--- config.mk ---
export PLATFORM = sky130hd
export DESIGN_NAME = dsg_top
export DESIGN_NICKNAME = d
export VERILOG_FILES = /design/src/rtl/dsg_pkg.sv /design/src/rtl/dsg_top.sv
export SDC_FILE = /design/constraint.sdc
export NUM_CORES = 1
export LEC_CHECK = 0
export BUFFER_PORTS_ARGS = -buffer_cell sky130_fd_sc_hd__buf_2
export CAP_MARGIN = 15
export CELL_PAD_IN_SITES_DETAIL_PLACEMENT = 1
export CELL_PAD_IN_SITES_GLOBAL_PLACEMENT = 1
export CORE_MARGIN = 5
export CORE_UTILIZATION = 36
export CTS_BUF_LIST = sky130_fd_sc_hd__clkbuf_2
export DETAILED_ROUTE_END_ITERATION = 10
export GPL_TIMING_DRIVEN = 0
export PLACE_DENSITY = 0.85
export RECOVER_POWER = 100
export SLEW_MARGIN = 20
export SYNTH_ARGS = -nofsm -noshare
export SYNTH_HDL_FRONTEND = slang
export SYNTH_SLANG_ARGS = --single-unit
export TNS_END_PERCENT = 100
--- constraint.sdc ---
create_clock -name clk_i -period 3.5 [get_ports clk_i]
set_input_delay 0.525 -clock clk_i [delete_from_list [all_inputs] [get_ports clk_i]]
set_output_delay 0.525 -clock clk_i [all_outputs]
set_load 0.05 [all_outputs]
--- src/rtl/dsg_pkg.sv ---
/*
  Constants for the deep-sleep clock gating and software reset block:
  register offsets, field positions, writable masks and reset values.
  Assumes a 32-bit classic Wishbone register bus with byte addresses.
*/
package dsg_pkg;

  localparam int          ADR_W = 12;
  localparam int          DAT_W = 32;
  localparam int          NPER  = 9;

  // Register byte offsets
  localparam logic [11:0] OFF_SOFT_RST   = 12'h040;
  localparam logic [11:0] OFF_DS_GATE    = 12'h128;
  localparam logic [11:0] OFF_RUN_GATE   = 12'h200;
  localparam logic [11:0] OFF_SLP_GATE   = 12'h204;
  localparam logic [11:0] OFF_RUN_CFG    = 12'h208;
  localparam logic [11:0] OFF_IRQ_STAT   = 12'h20c;
  localparam logic [11:0] OFF_IRQ_CLR    = 12'h210;
  localparam logic [11:0] OFF_IRQ_EN     = 12'h214;

  // Gating register fields
  localparam int          BIT_ETH_PHY    = 30;
  localparam int          BIT_ETH_MAC    = 28;
  localparam int          BIT_PORT_A     = 0;
  localparam int          NPORTS         = 7;
  localparam logic [31:0] GATE_WR_MASK   = 32'h5000_007f;

  // Software reset fields
  localparam int          BIT_PWM_RST    = 20;
  localparam int          BIT_WDOG_RST   = 3;
  localparam logic [31:0] SRST_WR_MASK   = 32'h0010_0008;

  // Run clock configuration fields
  localparam int          BIT_AUTO_GATE  = 0;
  localparam logic [31:0] RCFG_WR_MASK   = 32'h0000_0001;

  // Fault status layout: bit i is peripheral i of the gate vector
  localparam logic [31:0] IRQ_MASK       = 32'h0000_01ff;

  localparam logic [31:0] RST_ZERO       = 32'h0000_0000;
  localparam logic [8:0]  PER_ZERO       = 9'h000;

  typedef enum logic [1:0] {
    DSG_RUN,
    DSG_SLEEP,
    DSG_DEEP
  } dsg_mode_t;

endpackage

--- src/rtl/dsg_top.sv ---
/*
  Deep-sleep clock gating and software reset registers with a Wishbone
  slave, per-peripheral clock enables, software reset outputs and a bus
  fault detector for accesses to gated peripherals.
  Assumes one clock, a synchronous active-high reset, a power-mode state
  supplied by the system, and the capability word as a static input.
*/
// Design decision made here: the Wishbone interface to the registers.
`timescale 1ns/1ps
`default_nettype none

module dsg_top (
  input  wire logic        clk_i,
  input  wire logic        rst_i,
  input  wire logic        cyc_i,
  input  wire logic        stb_i,
  input  wire logic        we_i,
  input  wire logic [11:0] adr_i,
  input  wire logic [31:0] dat_i,
  input  wire logic [3:0]  sel_i,
  output logic      [31:0] dat_o,
  output logic             ack_o,
  input  wire logic        sleep_i,
  input  wire logic        deep_sleep_i,
  input  wire logic [31:0] cap_word_one_i,
  input  wire logic [8:0]  periph_req_i,
  output logic             eth_phy_gate_o,
  output logic             eth_mac_gate_o,
  output logic             port_a_gate_o,
  output logic             port_b_gate_o,
  output logic             port_c_gate_o,
  output logic             port_d_gate_o,
  output logic             port_e_gate_o,
  output logic             port_f_gate_o,
  output logic             port_g_gate_o,
  output logic             pwm_reset_o,
  output logic             watchdog_reset_ctrl_o,
  output logic             bus_fault_o,
  output logic             irq_o
);

  ////////////////////////////////////////////////////////////////////////
  // State

  typedef struct packed {
    logic [31:0] soft_reset_ctrl_zero;
    logic [31:0] deep_sleep_clock_gate_two;
    logic [31:0] run_clock_gate_two;
    logic [31:0] sleep_clock_gate_two;
    logic [31:0] run_clock_config;
    logic [8:0]  irq_stat;
    logic [8:0]  irq_en;
    logic [8:0]  gate;
    logic [31:0] rdata;
    logic        ack;
    logic        fault;
    logic        irq;
    logic        pwm_rst;
    logic        wdog_rst;
  } dsg_state_t;

  dsg_state_t st_r;
  dsg_state_t st_nxt;

  ////////////////////////////////////////////////////////////////////////
  // Helpers

  // Byte-lane merge limited to the writable bits of a register
  function automatic logic [31:0] dsg_merge(input logic [31:0] old,
                                            input logic [31:0] wdat,
                                            input logic [3:0]  sel,
                                            input logic [31:0] wmask);
    logic [31:0] m;
    m = {{8{sel[3]}}, {8{sel[2]}}, {8{sel[1]}}, {8{sel[0]}}} & wmask;
    return (old & ~m) | (wdat & m);
  endfunction

  // Gate register to peripheral vector: {ports G..A, MAC, PHY} order
  function automatic logic [8:0] dsg_per(input logic [31:0] g);
    return {g[dsg_pkg::BIT_PORT_A +: dsg_pkg::NPORTS],
            g[dsg_pkg::BIT_ETH_MAC], g[dsg_pkg::BIT_ETH_PHY]};
  endfunction

  ////////////////////////////////////////////////////////////////////////
  // Mode selection

  dsg_pkg::dsg_mode_t mode;
  logic [31:0]        eff_gate;

  always_comb begin
    // Sleep states count only when automatic gating is selected
    if (st_r.run_clock_config[dsg_pkg::BIT_AUTO_GATE] && deep_sleep_i) begin
      mode = dsg_pkg::DSG_DEEP;
    end else if (st_r.run_clock_config[dsg_pkg::BIT_AUTO_GATE] && sleep_i) begin
      mode = dsg_pkg::DSG_SLEEP;
    end else begin
      mode = dsg_pkg::DSG_RUN;
    end
    case (mode)
      dsg_pkg::DSG_DEEP:  eff_gate = st_r.deep_sleep_clock_gate_two;
      dsg_pkg::DSG_SLEEP: eff_gate = st_r.sleep_clock_gate_two;
      dsg_pkg::DSG_RUN:   eff_gate = st_r.run_clock_gate_two;
      default:            eff_gate = dsg_pkg::RST_ZERO;
    endcase
  end

  ////////////////////////////////////////////////////////////////////////
  // Next state

  logic        req;
  logic        wr;
  logic [8:0]  fault_vec;
  logic [8:0]  clr_vec;

  always_comb begin
    st_nxt    = st_r;
    req       = cyc_i && stb_i && !st_r.ack;
    wr        = req && we_i;
    clr_vec   = dsg_pkg::PER_ZERO;
    // Uses the registered enables, matching what the peripherals see
    fault_vec = periph_req_i & ~st_r.gate;

    // Ack for one cycle, then drop even if the master lingers
    st_nxt.ack   = req;
    st_nxt.rdata = dsg_pkg::RST_ZERO;

    if (wr) begin
      case (adr_i)
        dsg_pkg::OFF_SOFT_RST: begin
          // Bits for absent peripherals never become writable
          st_nxt.soft_reset_ctrl_zero = dsg_merge(st_r.soft_reset_ctrl_zero, dat_i, sel_i,
            dsg_pkg::SRST_WR_MASK & cap_word_one_i);
        end
        dsg_pkg::OFF_DS_GATE: begin
          st_nxt.deep_sleep_clock_gate_two = dsg_merge(st_r.deep_sleep_clock_gate_two,
            dat_i, sel_i, dsg_pkg::GATE_WR_MASK);
        end
        dsg_pkg::OFF_RUN_GATE: begin
          st_nxt.run_clock_gate_two = dsg_merge(st_r.run_clock_gate_two,
            dat_i, sel_i, dsg_pkg::GATE_WR_MASK);
        end
        dsg_pkg::OFF_SLP_GATE: begin
          st_nxt.sleep_clock_gate_two = dsg_merge(st_r.sleep_clock_gate_two,
            dat_i, sel_i, dsg_pkg::GATE_WR_MASK);
        end
        dsg_pkg::OFF_RUN_CFG: begin
          st_nxt.run_clock_config = dsg_merge(st_r.run_clock_config,
            dat_i, sel_i, dsg_pkg::RCFG_WR_MASK);
        end
        dsg_pkg::OFF_IRQ_CLR: begin
          clr_vec = 9'(dsg_merge(dsg_pkg::RST_ZERO, dat_i, sel_i, dsg_pkg::IRQ_MASK));
        end
        dsg_pkg::OFF_IRQ_EN: begin
          st_nxt.irq_en = 9'(dsg_merge({23'h000000, st_r.irq_en}, dat_i, sel_i,
            dsg_pkg::IRQ_MASK));
        end
        default: begin
          // Unmapped or read-only: acknowledged, no effect
        end
      endcase
    end else if (req) begin
      case (adr_i)
        dsg_pkg::OFF_SOFT_RST: st_nxt.rdata = st_r.soft_reset_ctrl_zero;
        dsg_pkg::OFF_DS_GATE:  st_nxt.rdata = st_r.deep_sleep_clock_gate_two;
        dsg_pkg::OFF_RUN_GATE: st_nxt.rdata = st_r.run_clock_gate_two;
        dsg_pkg::OFF_SLP_GATE: st_nxt.rdata = st_r.sleep_clock_gate_two;
        dsg_pkg::OFF_RUN_CFG:  st_nxt.rdata = st_r.run_clock_config;
        dsg_pkg::OFF_IRQ_STAT: st_nxt.rdata = {23'h000000, st_r.irq_stat};
        dsg_pkg::OFF_IRQ_EN:   st_nxt.rdata = {23'h000000, st_r.irq_en};
        default:               st_nxt.rdata = dsg_pkg::RST_ZERO;
      endcase
    end

    // A fault in the clearing cycle stays recorded
    st_nxt.irq_stat = (st_r.irq_stat & ~clr_vec) | fault_vec;
    st_nxt.fault    = |fault_vec;
    st_nxt.irq      = |(st_r.irq_stat & st_r.irq_en);

    st_nxt.gate     = dsg_per(eff_gate);
    st_nxt.pwm_rst  = st_r.soft_reset_ctrl_zero[dsg_pkg::BIT_PWM_RST];
    st_nxt.wdog_rst = st_r.soft_reset_ctrl_zero[dsg_pkg::BIT_WDOG_RST];

    if (rst_i) begin
      st_nxt = '0;
    end
  end

  ////////////////////////////////////////////////////////////////////////
  // Registers

  always_ff @(posedge clk_i) begin
    st_r <= st_nxt;
  end

  ////////////////////////////////////////////////////////////////////////
  // Outputs

  assign dat_o                 = st_r.rdata;
  assign ack_o                 = st_r.ack;
  assign eth_phy_gate_o        = st_r.gate[0];
  assign eth_mac_gate_o        = st_r.gate[1];
  assign port_a_gate_o         = st_r.gate[2];
  assign port_b_gate_o         = st_r.gate[3];
  assign port_c_gate_o         = st_r.gate[4];
  assign port_d_gate_o         = st_r.gate[5];
  assign port_e_gate_o         = st_r.gate[6];
  assign port_f_gate_o         = st_r.gate[7];
  assign port_g_gate_o         = st_r.gate[8];
  assign pwm_reset_o           = st_r.pwm_rst;
  assign watchdog_reset_ctrl_o = st_r.wdog_rst;
  assign bus_fault_o           = st_r.fault;
  assign irq_o                 = st_r.irq;

endmodule

`default_nettype wire

==> results of run 1 <==
## power groups by stage
| stage | sequential [mW] | clock (mW) | combinational (mW) |
|---|---|---|---|
| 2_1_floorplan | 0.877 | 0 | 0.118 |
| 3_3_place_gp | 0.876 | 0 | 0.179 |
| 3_5_place_dp | 0.877 | 0 | 0.184 |
| 4_1_cts | 0.860 | 0.471 | 0.185 |
| 5_1_grt | 0.861 | 0.512 | 0.197 |
| 6_report | 0.860 | 0.462 | 0.185 |
## cell usage in the layout (no fill, tap or decap), types with 2 or more instances in the layout
master	n
a211oi_1	9
a21oi_1	16
a222oi_1	8
a22oi_1	6
a31oi_1	2
and2_0	2
and3_1	3
buf_2	42
buf_4	32
clkbuf_1	48
clkbuf_2	10
clkinv_2	3
conb_1	20
dfxtp_1	74
mux2_2	5
mux2i_1	49
nand2_1	14
nand2b_1	19
nand3_1	9
nand4_1	4
nor2_1	58
nor2b_1	2
nor3_1	6
nor3_4	3
nor4_1	4
o21a_1	2
o21ai_0	9
o21ai_1	2
or4_1	2
or4b_1	2
## cell families (layout without fill, tap and decap cells)
| family | after synthesis | after routing |
|---|---|---|
| buffers and inverters | 54 | 139 |
| multiplexers | 55 | 55 |
| flip-flops | 74 | 74 |
| other | 1 | 20 |
| AO/OA/AOI/OAI | 57 | 57 |
| AND/OR/NAND/NOR | 136 | 136 |
| XOR/XNOR | 1 | 1 |
## routing by layer
metal	wire (microns)	GRT usage [%]
met2	5890	34.6
met3	758	3.23
met4	344	9.62
met5	0	0
met1	4650	23.5
## worst min path at each step
stage               from        to  cells past startpoint
6_report       dat_i[20]  register                      3
5_1_grt            cyc_i     ack_o                      3
4_1_cts        dat_i[20]  register                      3
3_5_place_dp       ack_o     ack_o                      1
3_3_place_gp       ack_o     ack_o                      1
2_1_floorplan   register  dat_o[0]                      2
## critical path, stage by stage, from the launching register on
cell and delay (ns):
dfxtp_1 0.38, and4b_1 0.25, clkbuf_1 0.32, and2_0 0.18
clkbuf_1 0.48, and2_0 0.20, clkbuf_1 0.60, mux2i_1 0.29
nor2_1 0.07
## cell type report
type	count	area, sq um
multi-input cells	269	1760
inverters	1	3.75
flip-flops and latches	74	1480
repair buffers	69	312
well taps	133	166
clock inverters	6	57.6
clock buffers	10	50.0
fillers	1183	5530
plain buffers	53	319
==> key figures, run 1 <==
Synth
  • Yosys top cell area share: 41.7%
  • Post-synthesis compound-gate area fraction: 10.8%
  • Cells after Synth: 378
  • Top FF cell, synth: dfxtp_1
  • Post-Synth Adder-Cell Area: 0%
  • FFs w/ async S/R, synth: 0%
  • Synth top cells by count: 74 x dfxtp_1, 58 x nor2_1, 49 x mux2i_1
  • Seq/Total Area, Yosys: 41.7%
  • Synthesized flop and latch total: 74
  • Yosys cell types: 47
  • Top cells by area, synth: dfxtp_1 42%, mux2i_1 14%, buf_4 7.0%, nor2_1 6.1%, nand2b_1 3.3%
  • Area share of xor/xnor cells in the synthesized design: 0.247%
  • Synthesized area per cell: 9.39 sq um
  • Simple-gate share of the synthesized area: 21.4%
  • Post-synth EDFFs: 0
  • Mux cell area share after synthesis: 16.0%
  • Cell area after synthesis: 0.00355 sq mm
  • Synth area leader: dfxtp_1
  • Synth Warn #: 0
  • Most common cell in the synthesized netlist: dfxtp_1
  • Largest family of logic cells by synthesized area: simple AND/OR/NAND/NOR gates

Die
  • Initial Utilization: 36.7%
  • Die Wd: 109 microns
  • Die height: 109 microns
  • DIE AREA: 0.0119 sq mm
  • Core area: 0.00968 sq mm
  • Std-Cell Rows: 36
  • I/O Pins: 142

Drt
  • Post-route DRC violation count: 0
  • DR WL/cell: 18.9 microns
  • Vias per cell: 5.30
  • Drt first pass iters: 7
  • Routed Antenna Nets: 0
  • Routed vias: 3,260
  • DR iter-0 viols: 321
  • Total routed wirelength: 11,600 microns

Power
  • PD cells: 363 mW/mm^2
  • Clock share of power: 30.7%
  • Flop pwr share: 57.0%
  • Pleak: 1.61 nW
  • Net Sw Power: 0.434 mW
  • Total Power: 1.51 mW
  • Maximum VDD drop: 0.165 mV
  • Cell-internal power: 1.07 mW
  • Comb pwr share: 12.3%
  • Sw Ratio: 28.8%

Global routing
  • Global-route wire length before repair: 17,800 microns
  • Overflow after GRT: 0
  • Largest net degree at the start of global routing: 13
  • Overall routing resource usage: 19.7%
  • Vias in the first global route: 3,431
  • Initial antenna violation count: 0

Timing
  • Slew HR: 40.2%
  • Final Skew: 0.0259 ns
  • Final hold vios: 0
  • Worst Hold Margin: 0.210 ns
  • Final Cycle Share: 83.2%
  • Slew of the pin with the lowest slew margin: 0.896 ns
  • Max-slew violation count: 0
  • Setup-failing EPs final: 0
  • Setup WS post-layout: 0.587 ns
  • Fmax: 0.343 GHz
  • Unrepaired setup endpoints after global routing: false
  • Setup TNS: 0 ns
  • Fin crit period: 2.91 ns

Clock network
  • Clk sinks: 74
  • CTS tree: built
  • Total CTS buffers: 9
  • CTS resizes: 0
  • Hold buffers post-CTS: 0
  • Worst-case clock buffer depth: 2
  • Clk_lat worst skew: 0.53 ns
  • Root buf cell: clkbuf_2
  • H-tree depth: 3
  • Post-CTS Setup Inserts: 0
  • Clock-pin slew on the worst setup and hold paths: 0.22 ns

Layout
  • Proportion of layout cells with a drive suffix above 1: 21.6%
  • Diode count: 0
  • Core Util, Final: 42.9%
  • Final net count: 573
  • P&R area growth vs syn: 17.0%
  • Fin area: 0.00415 sq mm
  • Non-Filler Instances: 615

Worst setup path
  • Critical path startpoint: ack_o
  • Reg2Reg Depth: 8
  • Crit-path max FO: 10
  • Type of origin of the critical path: register
  • RR Startpoint: ack_o
  • Critical path type: register to register
  • WP data arrival: 3.32 ns
  • Crit path capture type: register
  • Req. time, crit path: 3.90 ns
  • R2R setup slack: 0.59 ns

Job
  • # Max-Cap Violations: 0

Placed design
  • PortBufs: 69
  • Dpl cells: 599
  • Gp weighted congestion: 0.882
  • DP HPWL: 8460 microns
  • Post-DP Area: 0.00413 sq mm
  • Place WS: 0.896 ns

Run status
  • Status: complete, no violations

Worst hold path
  • Min-delay worst type: input port to register
Note: power is estimated with default switching activity, not from simulation.
==> inputs of run 2 (changes only) <==
--- a/config.mk
+++ b/config.mk
@@ -5,16 +5,17 @@
 export SDC_FILE = /design/constraint.sdc
 export NUM_CORES = 1
 export LEC_CHECK = 0
+export ABC_AREA = 1
 export BUFFER_PORTS_ARGS = -buffer_cell sky130_fd_sc_hd__buf_2
 export CAP_MARGIN = 15
 export CELL_PAD_IN_SITES_DETAIL_PLACEMENT = 1
 export CELL_PAD_IN_SITES_GLOBAL_PLACEMENT = 1
 export CORE_MARGIN = 5
-export CORE_UTILIZATION = 36
+export CORE_UTILIZATION = 32
 export CTS_BUF_LIST = sky130_fd_sc_hd__clkbuf_2
 export DETAILED_ROUTE_END_ITERATION = 10
 export GPL_TIMING_DRIVEN = 0
-export PLACE_DENSITY = 0.85
+export PLACE_DENSITY = 0.83
 export RECOVER_POWER = 100
 export SLEW_MARGIN = 20
 export SYNTH_ARGS = -nofsm -noshare
==> constraint.sdc (replaced) <==
create_clock -name clk_i -period 2.6 [get_ports clk_i]
set_input_delay 0.39 -clock clk_i [delete_from_list [all_inputs] [get_ports clk_i]]
set_output_delay 0.39 -clock clk_i [all_outputs]
set_load 0.05 [all_outputs]
==> run 2 against run 1 <==
  * Final area increased by 7.2%
  * Combinational power is 30% higher
  * Setup slack better by 0.047 ns
  * Synthesized cell count rose by 44%
  * Utilization is 4.4 points lower
==> key figures, run 2 <==
Die
  • Die height: 119 microns
  • I/O Pins: 142
  • Std-Cell Rows: 39
  • Initial Utilization: 33.0%
  • DIE AREA: 0.0142 sq mm
  • Core area: 0.0116 sq mm
  • Die Wd: 119 microns

Layout
  • Most common cell after layout, fill and taps aside: nand2_1
  • Multi-input logic area: 0.00170 sq mm
  • FF/Latch Area: 0.00148 sq mm
  • Fin area: 0.00445 sq mm
  • Final net count: 743
  • P&R area growth vs syn: 16.8%
  • Most frequent cells in the layout: 100 x nand2_1, 82 x inv_1, 74 x dfxtp_1
  • Fillers: 1,544
  • Proportion of layout cells with a drive suffix above 1: 19.0%

Job
  • # Max-Cap Violations: 0

Timing
  • Final Cycle Share: 75.6%
  • Setup WS post-layout: 0.634 ns
  • Fmax: 0.509 GHz
  • Final Skew: 0.0202 ns
  • Worst Hold Margin: 0.0788 ns
  • Unrepaired setup endpoints after global routing: false
  • Final hold vios: 0
  • Setup TNS: 0 ns
  • Slew of the pin with the lowest slew margin: 0.900 ns
  • Max-slew violation count: 0
  • Fin crit period: 1.97 ns
  • Setup-failing EPs final: 0
  • Slew HR: 40.0%

Synth
  • Yosys cell types: 27
  • Synthesized flop and latch total: 74
  • Yosys top cell area share: 38.8%
  • Seq/Total Area, Yosys: 38.8%
  • FFs w/ async S/R, synth: 0%
  • Synth Warn #: 0
  • Cell area after synthesis: 0.00381 sq mm
  • Cells after Synth: 546
  • Top cells by area, synth: dfxtp_1 39%, nand2_1 9.7%, inv_1 8.0%, a21oi_1 6.4%, buf_4 6.3%
  • Synth top cells by count: 99 x nand2_1, 81 x inv_1, 74 x dfxtp_1
  • Synth area leader: dfxtp_1
  • Top FF cell, synth: dfxtp_1
  • Most common cell in the synthesized netlist: nand2_1
  • Post-synth EDFFs: 0
  • Synthesized area per cell: 6.99 sq um

Power
  • Comb pwr share: 11.6%
  • PD cells: 465 mW/mm^2
  • Pleak: 2.12 nW
  • Sw Ratio: 30.6%
  • Cell-internal power: 1.44 mW
  • Flop pwr share: 56.0%
  • Maximum VDD drop: 0.233 mV
  • Net Sw Power: 0.633 mW
  • Clock share of power: 32.4%
  • Total Power: 2.07 mW

Placed design
  • DP HPWL: 10,100 microns
  • Post-DP Area: 0.00442 sq mm
  • Place WS: 0.699 ns
  • Gp weighted congestion: 0.866
  • PortBufs: 70

Global routing
  • Overflow after GRT: 0
  • Global-route wire length before repair: 20,600 microns
  • Initial antenna violation count: 1
  • Vias in the first global route: 4,067
  • Largest net degree at the start of global routing: 14
  • Overall routing resource usage: 17.9%

Clock network
  • Post-CTS Setup Inserts: 0
  • Total CTS buffers: 9
  • Clock-pin slew on the worst setup and hold paths: 0.22 ns
  • Clk sinks: 74
  • CTS tree: built
  • H-tree depth: 3
  • Worst-case clock buffer depth: 2
  • Root buf cell: clkbuf_2
  • Clk_lat worst skew: 0.55 ns

Worst setup path
  • Req. time, crit path: 3.09 ns
  • Crit path capture type: register
  • Reg2Reg Depth: 8
  • Crit-path max FO: 10
  • Critical path type: input port to register
  • WP data arrival: 2.46 ns
  • Type of origin of the critical path: input port

Drt
  • Drt first pass iters: 4
  • Post-route DRC violation count: 0
  • Total routed wirelength: 12,600 microns
  • DR WL/cell: 15.9 microns
  • DR iter-0 viols: 266
  • Vias per cell: 4.87
  • Routed Antenna Nets: 0
  • Routed vias: 3,879

Worst hold path
  • Hold depth: 3
  • Min-delay worst type: input port to register

Run status
  • Status: complete, no violations
==> run 2: cell types whose count changed in the layout (fill, tap and decap cells not counted), moves of 9 or more <==
cell	delta
a21oi_1	+33
clkbuf_1	-9
inv_1	+81
mux2i_1	-49
nand2_1	+86
nand2b_1	-19
nand3_1	+36
nor2_1	-9
nor2_2	+14
o21ai_0	+36
==> run 2: path summary, 6_finish.rpt <==
| kind | slack (ns) | start | to |
|---|---|---|---|
| worst max-delay path | 0.63 | adr_i[0] | dat_o[30] |
| worst min-delay path | 0.08 | periph_req_i[4] | st_r[59] |
| worst min register to register | 0.47 | register | dat_o[20] |
| worst max register to register | 0.71 | ack_o | st_r[60] |
==> run 2: stage by stage <==
step,instances,utilization [%]
5_1_grt,796,38.5
6_report,796,38.5
3_3_place_gp,778,38.2
2_1_floorplan,565,-
3_5_place_dp,778,38.2
4_1_cts,795,39.3
==> run 2: cell families (layout without fill, tap and decap cells) <==
group | count (synthesis) | count (layout) | share of synthesized area [%]
AO/OA/AOI/OAI | 104 | 104 | 14.1
buffers and inverters | 132 | 219 | 17.3
flip-flops | 74 | 74 | 38.8
AND/OR/NAND/NOR | 235 | 235 | 29.6
other | 1 | 21 | 0.0983
==> run 2: what timing repair did <==
| item | 4_1_cts | 5_1_grt |
|---|---|---|
| endpoints found under the setup margin | 0 | 0 |
| hold buffers | 1 | 0 |
| resized for setup | 0 | 0 |
| endpoints found under the hold margin | 1 | 0 |
==> run 2: per-layer routing <==
| metal | up-vias | routed length (microns) | GRT usage [%] |
|---|---|---|---|
| li1 | 1884 | - | - |
| met1 | 1886 | 5540 | 21.6 |
| met2 | 95 | 6310 | 31.8 |
| met3 | 14 | 549 | 3.32 |
| met4 | 0 | 225 | 6.59 |
| met5 | - | 0 | 0 |
==> run 2: power by group through the flow <==
stage / logic [mW] / registers [mW] / clock network, mW
final: 0.240 / 1.16 / 0.671
after global routing: 0.260 / 1.16 / 0.724
after CTS: 0.242 / 1.16 / 0.679
after detailed placement: 0.240 / 1.18 / 0
after global placement: 0.235 / 1.18 / 0
after floorplan: 0.158 / 1.18 / 0
==> run 2: cell type report <==
type,instances,share of cell area (%)
clock inverter,7,1.54
antenna,1,0.0562
inverter,85,7.16
sequential,74,33.3
multi-input combinational,359,38.2
tap,143,4.02
buffer,47,7.53
timing repair buffer,71,7.25
clock buffer,9,1.01
==> run 2: critical path: stages <==
cell and delay (ns):
clkbuf_1 0.08, inv_1 0.05, nand2_1 0.17, nor2_1 0.59, nand2_1 0.23, inv_1 0.16
nor2_1 0.06, nand2_1 0.07, nand2_2 0.06, clkbuf_1 0.38, nor2_2 0.20
